$ cat config.mk
export PLATFORM = sky130hd
export DESIGN_NAME = sbs_port
export DESIGN_NICKNAME = d
export VERILOG_FILES = /design/src/hw/sbs_pkg.sv /design/src/hw/sbs_port.sv
export SDC_FILE = /design/constraint.sdc
export NUM_CORES = 1
export LEC_CHECK = 0
export ABC_AREA = 1
export ABC_CLOCK_PERIOD_IN_PS = 2750
export BUFFER_PORTS_ARGS = -buffer_cell sky130_fd_sc_hd__buf_2
export CORE_ASPECT_RATIO = 0.6
export CORE_UTILIZATION = 55
export CTS_BUF_LIST = sky130_fd_sc_hd__clkbuf_8
export CTS_CLUSTER_SIZE = 25
export DETAILED_ROUTE_END_ITERATION = 8
export GPL_TIMING_DRIVEN = 0
export PLACE_DENSITY = 0.9
export SKIP_CTS_REPAIR_TIMING = 1
export SYNTH_ARGS = -nofsm -noshare
export SYNTH_HDL_FRONTEND = slang
export SYNTH_SLANG_ARGS = --single-unit
export TNS_END_PERCENT = 20
$ cat constraint.sdc
create_clock -name clk_i -period 2.75 [get_ports clk_i]
set_clock_uncertainty 0.2 [all_clocks]
set_input_delay 0.55 -clock clk_i [delete_from_list [all_inputs] [get_ports clk_i]]
set_output_delay 0.55 -clock clk_i [all_outputs]
set_load 0.01 [all_outputs]
$ cat src/hw/sbs_pkg.sv
// constants and carrier types for the synchronous burst sram port
package sbs_pkg;

	localparam int ADDR_W = 18;
	localparam int DATA_W = 36;
	localparam int LANES = 4;
	localparam int LANE_W = 8;
	localparam int PAR_BASE = 32;
	localparam int BURST_W = 2;
	localparam int BUF_DEPTH = 2;

	// data phase follows the address phase by one enabled edge
	localparam int DATA_LAT_CYC = 1;

	localparam logic [BURST_W-1:0] CNT_RST = 2'h0;
	localparam logic [BURST_W-1:0] CNT_STEP = 2'h1;

	// lanes present in the wide and in the narrow configuration
	localparam logic [LANES-1:0] LANES_WIDE = 4'hF;
	localparam logic [LANES-1:0] LANES_NARROW = 4'h3;

	localparam logic OE_SYNC_RST = 1'h1;
	localparam logic DRIVE_RST = 1'h0;
	localparam logic [DATA_W-1:0] DQ_RST = 36'h0;
	localparam logic [ADDR_W-1:0] ADDR_RST = 18'h0;

	typedef struct packed {
		logic valid;
		logic write;
		logic [ADDR_W-1:0] addr;
		logic [LANES-1:0] strobe_n;
	} sbs_phase_type;

	typedef struct packed {
		logic [ADDR_W-1:0] addr;
		logic [DATA_W-1:0] data;
		logic [DATA_W-1:0] mask;
	} sbs_wreq_type;

	localparam sbs_phase_type PHASE_RST = '0;
	localparam int WREQ_W = $bits(sbs_wreq_type);

endpackage

$ cat src/hw/sbs_port.sv
// synchronous burst sram port: pipeline, burst counter, write buffer
//
// Behaviour
// - load on enabled edge, selected, load low; direction from read_write_n.
// - load high on enabled edge advances the internal burst counter.
// - read_write_n ignored while advancing; burst keeps loaded direction.
// - burst direction fixed by read_write_n on its load cycle.
// - load low while deselected is a deselect; no new operation.
// - data bus released one cycle after deselect; pending phase finishes.
// - selected only when both low selects low and high select high.
// - advance after deselect or noop is a noop; bus stays released.
// - clock gate high makes the edge ignored, except output enable and write buffer drain.
// - suspended cycle holds phase, burst and drive state and the driven read data.
// - data bus released from power-up until an operation is loaded.
// - strobe k writes byte lane k plus parity bit k; none, no write.
// - any strobe mix allowed; unselected lanes keep stored contents.
// - narrow configuration has only the first two strobes and lanes.
// - interleaved order: low address bits are start xor count.
// - linear order: low address bits count up modulo four.
// - counter wraps to start value after fourth word and continues.
// - burst read outputs one word per enabled advancing cycle.
// - read data valid after the edge following the load.
// - a new load ends any running burst and replaces it.
// - only the two low address bits advance during a burst.
`timescale 1ns/1ps
`default_nettype none

module sbs_buf
	import sbs_pkg::*;
#(
	parameter int WIDTH = 8,
	parameter int DEPTH = 2
) (
	input wire logic clk_i,
	input wire logic rst_b_i,
	input wire logic in_valid_i,
	input wire logic [WIDTH-1:0] in_data_i,
	output logic in_ready_o,
	output logic out_valid_o,
	output logic [WIDTH-1:0] out_data_o,
	input wire logic out_ready_i
);

	localparam int CNT_W = $clog2(DEPTH + 1);

	logic [WIDTH-1:0] mem_ff [DEPTH];
	logic [CNT_W-1:0] count_ff;
	logic [CNT_W-1:0] nxt_count;
	logic [CNT_W-1:0] wr_idx;
	logic ready_ff;
	logic valid_ff;
	logic push;
	logic pop;

	assign push = in_valid_i & ready_ff;
	assign pop = valid_ff & out_ready_i;
	assign nxt_count = count_ff + CNT_W'(push) - CNT_W'(pop);
	assign wr_idx = pop ? CNT_W'(count_ff - CNT_W'(1)) : count_ff;

	// head always sits in entry zero so the output is a flop
	always_ff @(posedge clk_i or negedge rst_b_i) begin
		if (!rst_b_i) begin
			for (int i = 0; i < DEPTH; i++) begin
				mem_ff[i] <= '0;
			end
		end else begin
			for (int i = 0; i < DEPTH; i++) begin
				if (push && wr_idx == CNT_W'(i)) begin
					mem_ff[i] <= in_data_i;
				end else if (pop && i < DEPTH - 1) begin
					mem_ff[i] <= mem_ff[(i + 1) % DEPTH];
				end
			end
		end
	end

	always_ff @(posedge clk_i or negedge rst_b_i) begin
		if (!rst_b_i) begin
			count_ff <= '0;
			ready_ff <= 1'h1;
			valid_ff <= 1'h0;
		end else begin
			count_ff <= nxt_count;
			ready_ff <= nxt_count != CNT_W'(DEPTH);
			valid_ff <= nxt_count != CNT_W'(0);
		end
	end

	assign in_ready_o = ready_ff;
	assign out_valid_o = valid_ff;
	assign out_data_o = mem_ff[0];

endmodule

module sbs_port
	import sbs_pkg::*;
#(
	parameter bit NARROW_CFG = 1'b0
) (
	input wire logic clk_i,
	input wire logic rst_b_i,
	input wire logic [ADDR_W-1:0] addr_i,
	input wire logic read_write_n_i,
	input wire logic advance_load_n_i,
	input wire logic clock_gate_n_i,
	input wire logic chip_select_a_n_i,
	input wire logic chip_select_b_i,
	input wire logic chip_select_c_n_i,
	input wire logic [LANES-1:0] byte_write_strobe_n_i,
	input wire logic burst_order_select_i,
	input wire logic output_enable_n_i,
	input wire logic [DATA_W-1:0] dq_i,
	output logic [DATA_W-1:0] dq_o,
	output logic dq_oe_o,
	output logic rd_en_o,
	output logic [ADDR_W-1:0] rd_addr_o,
	input wire logic [DATA_W-1:0] rd_data_i,
	output logic wr_valid_o,
	output logic [ADDR_W-1:0] wr_addr_o,
	output logic [DATA_W-1:0] wr_data_o,
	output logic [DATA_W-1:0] wr_mask_o,
	input wire logic wr_ready_i,
	output logic wr_space_o
);

	logic enabled;
	logic selected;
	logic oe_s1_ff;
	logic oe_s2_ff;
	logic active_ff;
	logic dir_ff;
	logic [ADDR_W-1:0] base_ff;
	logic [BURST_W-1:0] start_ff;
	logic [BURST_W-1:0] cnt_ff;
	logic [BURST_W-1:0] nxt_cnt;
	logic [ADDR_W-1:0] burst_addr;
	sbs_phase_type phase_ff;
	sbs_phase_type nxt_phase;
	logic rd_en_ff;
	logic [ADDR_W-1:0] rd_addr_ff;
	logic drive_ff;
	logic nxt_drive;
	logic dq_oe_ff;
	logic [DATA_W-1:0] dq_ff;
	logic [LANES-1:0] lane_en;
	logic [DATA_W-1:0] wr_mask;
	logic wr_in_valid;
	sbs_wreq_type wr_in;
	sbs_wreq_type wr_out;

	function automatic logic [BURST_W-1:0] sbs_seq(
		input logic [BURST_W-1:0] start,
		input logic [BURST_W-1:0] cnt,
		input logic interleave
	);
		logic [BURST_W-1:0] res;
		res = interleave ? (start ^ cnt) : BURST_W'(start + cnt);
		return res;
	endfunction

	assign enabled = ~clock_gate_n_i;
	assign selected = ~chip_select_a_n_i & chip_select_b_i &
		~chip_select_c_n_i;

	// output enable arrives asynchronously; two stages before use
	always_ff @(posedge clk_i or negedge rst_b_i) begin
		if (!rst_b_i) begin
			oe_s1_ff <= OE_SYNC_RST;
			oe_s2_ff <= OE_SYNC_RST;
		end else begin
			oe_s1_ff <= output_enable_n_i;
			oe_s2_ff <= oe_s1_ff;
		end
	end

	// counter wraps mod four, so the fifth word repeats the first
	assign nxt_cnt = BURST_W'(cnt_ff + CNT_STEP);
	// upper bits stay at the loaded value
	assign burst_addr = {base_ff[ADDR_W-1:BURST_W],
		sbs_seq(start_ff, nxt_cnt, burst_order_select_i)};

	always_ff @(posedge clk_i or negedge rst_b_i) begin
		if (!rst_b_i) begin
			active_ff <= 1'h0;
			dir_ff <= 1'h0;
			base_ff <= ADDR_RST;
			start_ff <= CNT_RST;
			cnt_ff <= CNT_RST;
		end else if (enabled) begin
			if (!advance_load_n_i) begin
				if (selected) begin
					// a fresh load replaces any burst in flight
					active_ff <= 1'h1;
					dir_ff <= ~read_write_n_i;
					base_ff <= addr_i;
					start_ff <= addr_i[BURST_W-1:0];
					cnt_ff <= CNT_RST;
				end else begin
					active_ff <= 1'h0;
				end
			end else if (active_ff) begin
				cnt_ff <= nxt_cnt;
			end
		end
	end

	// operation whose data phase falls on the next enabled edge
	always_comb begin
		nxt_phase = phase_ff;
		if (enabled) begin
			nxt_phase = PHASE_RST;
			if (!advance_load_n_i) begin
				nxt_phase.valid = selected;
				nxt_phase.write = ~read_write_n_i;
				nxt_phase.addr = addr_i;
				nxt_phase.strobe_n = byte_write_strobe_n_i;
			end else if (active_ff) begin
				nxt_phase.valid = 1'h1;
				nxt_phase.write = dir_ff;
				nxt_phase.addr = burst_addr;
				nxt_phase.strobe_n = byte_write_strobe_n_i;
			end else begin
				nxt_phase.valid = 1'h0;
			end
		end
	end

	always_ff @(posedge clk_i or negedge rst_b_i) begin
		if (!rst_b_i) begin
			phase_ff <= PHASE_RST;
			rd_en_ff <= 1'h0;
			rd_addr_ff <= ADDR_RST;
		end else begin
			phase_ff <= nxt_phase;
			// array answers within the cycle that rd_en_o is high
			rd_en_ff <= nxt_phase.valid & ~nxt_phase.write;
			rd_addr_ff <= nxt_phase.addr;
		end
	end

	// suspended edges keep the previous drive decision
	assign nxt_drive = enabled ? (phase_ff.valid & ~phase_ff.write)
		: drive_ff;

	always_ff @(posedge clk_i or negedge rst_b_i) begin
		if (!rst_b_i) begin
			drive_ff <= DRIVE_RST;
			dq_oe_ff <= DRIVE_RST;
			dq_ff <= DQ_RST;
		end else begin
			drive_ff <= nxt_drive;
			// output enable is honoured even while suspended
			dq_oe_ff <= nxt_drive & ~oe_s2_ff;
			if (enabled && phase_ff.valid && !phase_ff.write) begin
				dq_ff <= rd_data_i;
			end
		end
	end

	// a write loses its word if the buffer is full; watch wr_space_o
	assign lane_en = ~phase_ff.strobe_n &
		(NARROW_CFG ? LANES_NARROW : LANES_WIDE);

	for (genvar g = 0; g < LANES; g++) begin : g_lane
		assign wr_mask[g*LANE_W +: LANE_W] = {LANE_W{lane_en[g]}};
		assign wr_mask[PAR_BASE+g] = lane_en[g];
	end

	// write data is taken on the edge after the load
	assign wr_in_valid = enabled & phase_ff.valid & phase_ff.write;
	assign wr_in.addr = phase_ff.addr;
	assign wr_in.data = dq_i;
	assign wr_in.mask = wr_mask;

	sbs_buf #(
		.WIDTH(WREQ_W),
		.DEPTH(BUF_DEPTH)
	) u_wbuf (
		.clk_i(clk_i),
		.rst_b_i(rst_b_i),
		.in_valid_i(wr_in_valid),
		.in_data_i(wr_in),
		.in_ready_o(wr_space_o),
		.out_valid_o(wr_valid_o),
		.out_data_o(wr_out),
		.out_ready_i(wr_ready_i)
	);

	assign wr_addr_o = wr_out.addr;
	assign wr_data_o = wr_out.data;
	assign wr_mask_o = wr_out.mask;
	assign dq_o = dq_ff;
	assign dq_oe_o = dq_oe_ff;
	assign rd_en_o = rd_en_ff;
	assign rd_addr_o = rd_addr_ff;

	AST_LOAD_READ:
	assert property (@(posedge clk_i) disable iff (!rst_b_i)
		enabled && !advance_load_n_i && selected && read_write_n_i
		|=> rd_en_o && rd_addr_o == $past(addr_i))
	else $error("load read did not issue its address");

	AST_LOAD_WRITE_DIR:
	assert property (@(posedge clk_i) disable iff (!rst_b_i)
		enabled && !advance_load_n_i && selected && !read_write_n_i
		|=> phase_ff.valid && phase_ff.write && dir_ff)
	else $error("load write did not set write direction");

	AST_BURST_DIR:
	assert property (@(posedge clk_i) disable iff (!rst_b_i)
		enabled && advance_load_n_i && active_ff
		|=> phase_ff.valid && phase_ff.write == $past(dir_ff))
	else $error("burst changed direction");

	AST_BURST_UPPER:
	assert property (@(posedge clk_i) disable iff (!rst_b_i)
		enabled && advance_load_n_i && active_ff
		|=> phase_ff.addr[ADDR_W-1:BURST_W]
			== $past(base_ff[ADDR_W-1:BURST_W]))
	else $error("upper address moved during burst");

	AST_LINEAR_STEP:
	assert property (@(posedge clk_i) disable iff (!rst_b_i)
		enabled && advance_load_n_i && active_ff && !burst_order_select_i
		|=> phase_ff.addr[BURST_W-1:0]
			== BURST_W'($past(phase_ff.addr[BURST_W-1:0]) + 2'h1))
	else $error("linear burst step wrong");

	AST_INTERLEAVE_STEP:
	assert property (@(posedge clk_i) disable iff (!rst_b_i)
		enabled && advance_load_n_i && active_ff && burst_order_select_i
		|=> phase_ff.addr[BURST_W-1:0]
			== ($past(start_ff) ^ BURST_W'($past(cnt_ff) + 2'h1)))
	else $error("interleaved burst step wrong");

	AST_DESELECT_NOOP:
	assert property (@(posedge clk_i) disable iff (!rst_b_i)
		enabled && !advance_load_n_i && !selected
		|=> !phase_ff.valid && !active_ff && !rd_en_o)
	else $error("deselect started an operation");

	AST_DESELECT_HIZ:
	assert property (@(posedge clk_i) disable iff (!rst_b_i)
		enabled && !advance_load_n_i && !selected ##1 enabled
		|=> !dq_oe_o)
	else $error("bus still driven after deselect");

	AST_SUSPEND_HOLD:
	assert property (@(posedge clk_i) disable iff (!rst_b_i)
		clock_gate_n_i
		|=> $stable(phase_ff) && $stable(dq_o) && $stable(drive_ff)
			&& $stable(cnt_ff))
	else $error("state moved on a suspended edge");

	AST_NO_STROBE_NO_WRITE:
	assert property (@(posedge clk_i) disable iff (!rst_b_i)
		enabled && !advance_load_n_i && selected && !read_write_n_i
			&& byte_write_strobe_n_i[1] ##1 enabled
		|-> wr_in_valid && wr_in.mask[2*LANE_W-1:LANE_W] == 8'h00
			&& !wr_in.mask[PAR_BASE+1])
	else $error("unstrobed lane one was written");

	AST_OE_HIZ:
	assert property (@(posedge clk_i) disable iff (!rst_b_i)
		oe_s2_ff |=> !dq_oe_o)
	else $error("bus driven with output enable high");

endmodule

`default_nettype wire

Word level (Yosys, flattened, before mapping)
Index checks and enable logic that the tools add are counted.
{"block": "word_totals", "register_bits": 273, "in_bits": 105, "output_inout_bits": 148, "word_cells": 72}
{"block": "classes", "add_sub_neg": 5, "n_eq_ne": 3, "mux": 13, "n_bitwise": 19, "reduce_logical": 12}
{"cell": "90-bit two-way mux", "n": 2}
{"cell": "24-bit two-way mux", "n": 2}
{"cell": "23-bit two-way mux", "n": 1}
{"cell": "2-bit two-way mux", "n": 5}
{"cell": "1-bit bitwise AND", "n": 9}
{"cell": "1-bit NOT", "n": 8}
{"cell": "3-bit AND reduction", "n": 2}
{"cell": "2-bit nonzero test", "n": 3}
{"cell": "1-bit logical AND", "n": 4}
{"cell": "4-bit NOT", "n": 1}
{"cell": "1-bit two-way mux", "n": 3}
{"cell": "2-bit by 1-bit adder with 2-bit output", "n": 1}
{"cell": "2-bit by 1-bit adder with 2-bit output (second input constant)", "n": 1}
{"cell": "2-bit adder", "n": 1}
{"cell": "2-bit by 1-bit == test with 1-bit output (second input constant)", "n": 1}
{"cell": "2-bit logical NOT", "n": 1}
{"cell": "2-bit by 1-bit inequality test with 1-bit output (second input constant)", "n": 1}
{"cell": "2-bit inequality test (second input constant)", "n": 1}
{"cell": "2-bit AND reduction", "n": 1}
{"cell": "2-bit by 1-bit subtractor with 2-bit output", "n": 1}
{"cell": "2-bit by 1-bit subtractor with 2-bit output (second input constant)", "n": 1}
{"cell": "2-bit bitwise XOR", "n": 1}
{"cell": "1-bit logical NOT", "n": 1}

Depth between registers and ports, before layout
{"block": "depth", "word_depth": 8, "depth_mapped": 11, "depth_no_buf": 9}

Hierarchy
A second synthesis with hierarchy kept.
{"block": "unflattened", "hier_cells": 1689, "hier_area_um2": 13186.4}
{"mod": "sbs_buf", "instances": 1, "cells_per_inst": 1288, "area_per_inst_um2": 9527.9, "seq_area_each_um2": 4605.7}
{"mod": "sbs_port", "instances": 1, "cells_per_inst": 401, "area_per_inst_um2": 3658.5, "seq_area_each_um2": 2179.6}

Worst setup path after synthesis
No wires, ideal clock.
{"block": "synth_timing", "path_kind": "input-to-reg", "startpoint": "input wr_ready_i", "endpoint": "register u_wbuf.mem_ff (netlist bit u_wbuf.out_data_o[69])", "setup_ps": 117, "t_arrival_ps": 2107, "required_time_ps": 2433, "setup_slack_ps": 327, "cell_stages": 11, "n_path_buf": 3, "cell_sequence": "nand2_1 > inv_2 > clkbuf_1 > ha_1 > inv_1 > nor3_4 > buf_2 > buf_2 > nand3_1 > nand2_1 > nand2_1"}
{"block": "synth_via", "elab_chain_len": 5, "elab_cells_between_ends": 6, "classes_between": "mux: 2; bitwise: 1; reduce/logical: 3"}
{"element": "start: declaration", "line": "sbs_port.sv:122", "rtl": "input wire logic wr_ready_i,"}
{"element": "1-bit bitwise AND (*)", "line": "sbs_port.sv:56", "rtl": "assign pop = valid_ff & out_ready_i;"}
{"element": "2-bit two-way mux", "line": "sbs_port.sv:58", "rtl": "assign wr_idx = pop ? CNT_W'(count_ff - CNT_W'(1)) : count_ff;"}
{"element": "2-bit logical NOT", "line": "sbs_port.sv:68", "rtl": "if (push && wr_idx == CNT_W'(i)) begin"}
{"element": "1-bit logical AND", "line": "sbs_port.sv:68"}
{"element": "90-bit two-way mux or 2-bit nonzero test (tied branches)"}
{"element": "end signal: indexed assignment", "line": "sbs_port.sv:69", "rtl": "mem_ff[i] <= in_data_i;"}
{"element": "end signal: indexed assignment", "line": "sbs_port.sv:71", "rtl": "mem_ff[i] <= mem_ff[(i + 1) % DEPTH];"}
{"element": "end: declaration", "line": "sbs_port.sv:46", "rtl": "logic [WIDTH-1:0] mem_ff [DEPTH];"}
Mark *: on every way between the ends. The rest lies on a longest branch, timed or not.
A chain may end at the register's enable or synchronous reset.

Worst setup path in the final report
{"block": "layout_timing", "startpoint": "register u_wbuf.valid_ff (netlist: u_wbuf.out_valid_o)", "endpoint": "register u_wbuf.mem_ff (netlist bit u_wbuf.out_data_o[68])"}
{"block": "layout_via", "elab_chain_len": 5, "elab_cells_between_ends": 6, "classes_between": "mux: 2; bitwise: 1; reduce/logical: 3"}
{"element": "start: declaration", "line": "sbs_port.sv:51", "rtl": "logic valid_ff;"}
{"element": "start signal: assignment", "line": "sbs_port.sv:81", "rtl": "valid_ff <= 1'h0;"}
{"element": "start signal: assignment", "line": "sbs_port.sv:85", "rtl": "valid_ff <= nxt_count != CNT_W'(0);"}
{"element": "1-bit bitwise AND (*)", "line": "sbs_port.sv:56"}
{"element": "2-bit two-way mux", "line": "sbs_port.sv:58"}
{"element": "2-bit logical NOT", "line": "sbs_port.sv:68"}
{"element": "1-bit logical AND", "line": "sbs_port.sv:68"}
{"element": "90-bit two-way mux or 2-bit nonzero test (tied branches)"}
Marked as above.

==> impl_metrics.env <==
export IMPL_die_area_sq_um=18300
export IMPL_grt_max_degree=117
export IMPL_layout_drive_gt1_share=0.296
export IMPL_start_kind="register"
export IMPL_track_usage=0.284
export IMPL_die_width_microns=174
export IMPL_setup_violations=0
export IMPL_maxSlewViolCount=0
export IMPL_cp_required_ps=3040
export IMPL_clock_path_buffers=3
export IMPL_critPathSlowestCell="dfrtp_1"
export IMPL_yosysSeqAreaShare=0.533
export IMPL_cts_made_buffers=31
export IMPL_drtIter0Drc=741
export IMPL_cts_sinks=207
export IMPL_netlist_area_sq_um=9730
export IMPL_fillCellCount=1372
export IMPL_yosys_area_top_type="dfrtp_1"
export IMPL_hold_class="input port to register"
export IMPL_status="complete, no violations"
export IMPL_timing_final_ws_setup_ps=145
export IMPL_drv_cap=0
export IMPL_async_flop_share=1.00
export IMPL_die_h_microns=105
export IMPL_synth_edf_count=0
export IMPL_ant_nets=0
export IMPL_syn_nets=1281
export IMPL_dr_total_vias=8725
export IMPL_slew_headroom=0.544
export IMPL_p_per_area_nw_per_um2=854
export IMPL_yosysWarnings=0
export IMPL_insertion_delay_ps=550
export IMPL_cp_max_fo=14
export IMPL_stdcell_area_sq_um=11900
export IMPL_end_kind="register"
export IMPL_multi_input_area_sq_um=2980
export IMPL_ys_ff_latch=207
export IMPL_rows=37
export IMPL_power_mw=10.2
export IMPL_gp_congestion=0.839
export IMPL_synth_most_common_cell="nand2_1"
export IMPL_antenna_found_initial=0
export IMPL_cts_root_buf="clkbuf_8"
export IMPL_regArea_sq_um=5180
export IMPL_avgViaCountPerCell=5.10
export IMPL_grt_ovfl_total=0
export IMPL_htree_levels=1
export IMPL_worstPathCellList="nand2_1 -> inv_4 -> ha_1 -> inv_1 -> nor3_4 -> buf_4 -> nand2_4 -> buf_2 -> buf_2 -> nand3_1 -> nand2_1"
export IMPL_grt_pass1_vias=8415
export IMPL_drt_pass1_iter_count=6
export IMPL_post_place_ws_ps=-499
export IMPL_synth_top_cell_area_share=0.524
export IMPL_antenna_diode_count=0
export IMPL_start_util=0.565
export IMPL_peakVddDrop_v=0.000455
export IMPL_cts_tree="yes"
export IMPL_synth_area_top_cells="dfrtp_1, nand2_1, buf_4, nand3_1, o21ai_0"
export IMPL_finalHoldViolCount=0
export IMPL_io_buffers=251
export IMPL_cpPeakStageDelay_ps=410
export IMPL_rsz0062_at_grt="no"
export IMPL_detail_route_drc_violations=0
export IMPL_grt_pass1_wl_mm=41.8
export IMPL_hold_ws_ps=40.0
export IMPL_avgSynthCellArea_sq_um=8.30
export IMPL_layout_nets=1570
export IMPL_layout_min_cycle_time_ps=2610
export IMPL_p_leak_nw=7.12
export IMPL_dpl_hpwl_mm=18.1
export IMPL_critPathKind="register to register"
export IMPL_wl_mm=25.2
export IMPL_fmax_mhz=384
export IMPL_synth_cells=1173
export IMPL_clk_pin_slew_ps=70
export IMPL_placed_area_sq_um=11300
export IMPL_worst_pin_slew_ps=684
export IMPL_arrival_ps=2900
export IMPL_synthToLayoutAreaGrowth_pct=22.6
export IMPL_ioPinCount=253
export IMPL_ys_flop_type="dfrtp_1"
export IMPL_period_share=0.947
export IMPL_synthDistinctLibCells=26
export IMPL_ys_top_cells_by_count="nand2_1, dfrtp_1, nand3_1, inv_1, o21ai_0"
export IMPL_wl_per_cell_microns=14.7
export IMPL_coreArea_sq_um=17200
## power breakdown
part / internal [mW] / total, mW / leakage (nW) / switching (mW)
combinational: 1.64 / 3.45 / 4.06 / 1.81
sequential: 3.87 / 4.41 / 2.74 / 0.536
clock: 1.17 / 2.32 / 0.313 / 1.15
## worst max-delay path, delay by kind of cell (launching register included)
kind	cells	cell delay (ps)
simple gates	5	650
buf+inv	5	950
flops	1	410
fa+ha+maj	1	310
## routing by layer
metal	share of wire	vias to the layer above	GRT usage
met5	0	-	0
met4	0.020	0	0.0827
met3	0.073	45	0.0426
met2	0.45	405	0.444
met1	0.46	4120	0.413
li1	-	4155	-
## path summary, 6_finish.rpt
kind,start,endpoint,slack (ps),depth (start not counted)
worst max-delay path,u_wbuf.out_valid_o,u_wbuf.out_data_o[68],140,11
worst min-delay path,byte_write_strobe_n_i[0],phase_ff[0],40,3
worst max register to register,u_wbuf.out_valid_o,u_wbuf.out_data_o[68],140,11
worst min register to register,oe_s1_ff,oe_s2_ff,160,0
max in group asynchronous,rst_b_i,u_wbuf.mem_ff[80],940,3
min in group asynchronous,rst_b_i,u_wbuf.out_data_o[60],390,2
## stage by stage
step           instances  setup TNS [ps]  utilization
6_report            1712               0        0.693
5_1_grt             1712               0        0.693
4_1_cts             1708          -15810        0.690
3_5_place_dp        1659          -43630        0.657
3_3_place_gp        1658         -546440        0.655
2_1_floorplan       1173               0            -
## cells in the final DEF (no fill, tap or decap), drive strengths merged
master and count:
ha 3, a22oi 1, nand4 2, clkbuf 77
o21ai 116, nor3b 1, inv 131, xor2 3
a21oi 2, xnor2 1, nor3 1, nand3 127
nand2 387, or2 1, dfrtp 204, dfstp 3
dlygate4sd3 3, clkinv 5, clkinvlp 2, nor2 6
o221ai 17, buf 385
## sequential cells by signal, indices dropped and copies added (netlist names), 2 cells and up
register           flops
u_wbuf.mem_ff         58
u_wbuf.out_data_o     58
dq_o                  36
base_ff               18
rd_addr_o             18
phase_ff               6
cnt_ff                 2
u_wbuf.count_ff        2
## layout make-up
type / instances / share of cell area
repair buffers: 257 / 0.112
multi-input cells: 668 / 0.250
plain buffers: 172 / 0.0923
well taps: 234 / 0.0245
clock buffers: 36 / 0.0415
flip-flops and latches: 207 / 0.435
inverters: 125 / 0.0398
clock inverters: 13 / 0.00503
## logic make-up after synthesis
family	Yosys count	synth area share
fa+ha+maj	3	0.00386
xor+xnor	4	0.00360
flops	207	0.533
simple gates	525	0.222
compound gates	136	0.0767
buf+inv	298	0.161
Power figures use the tool's default switching activity.
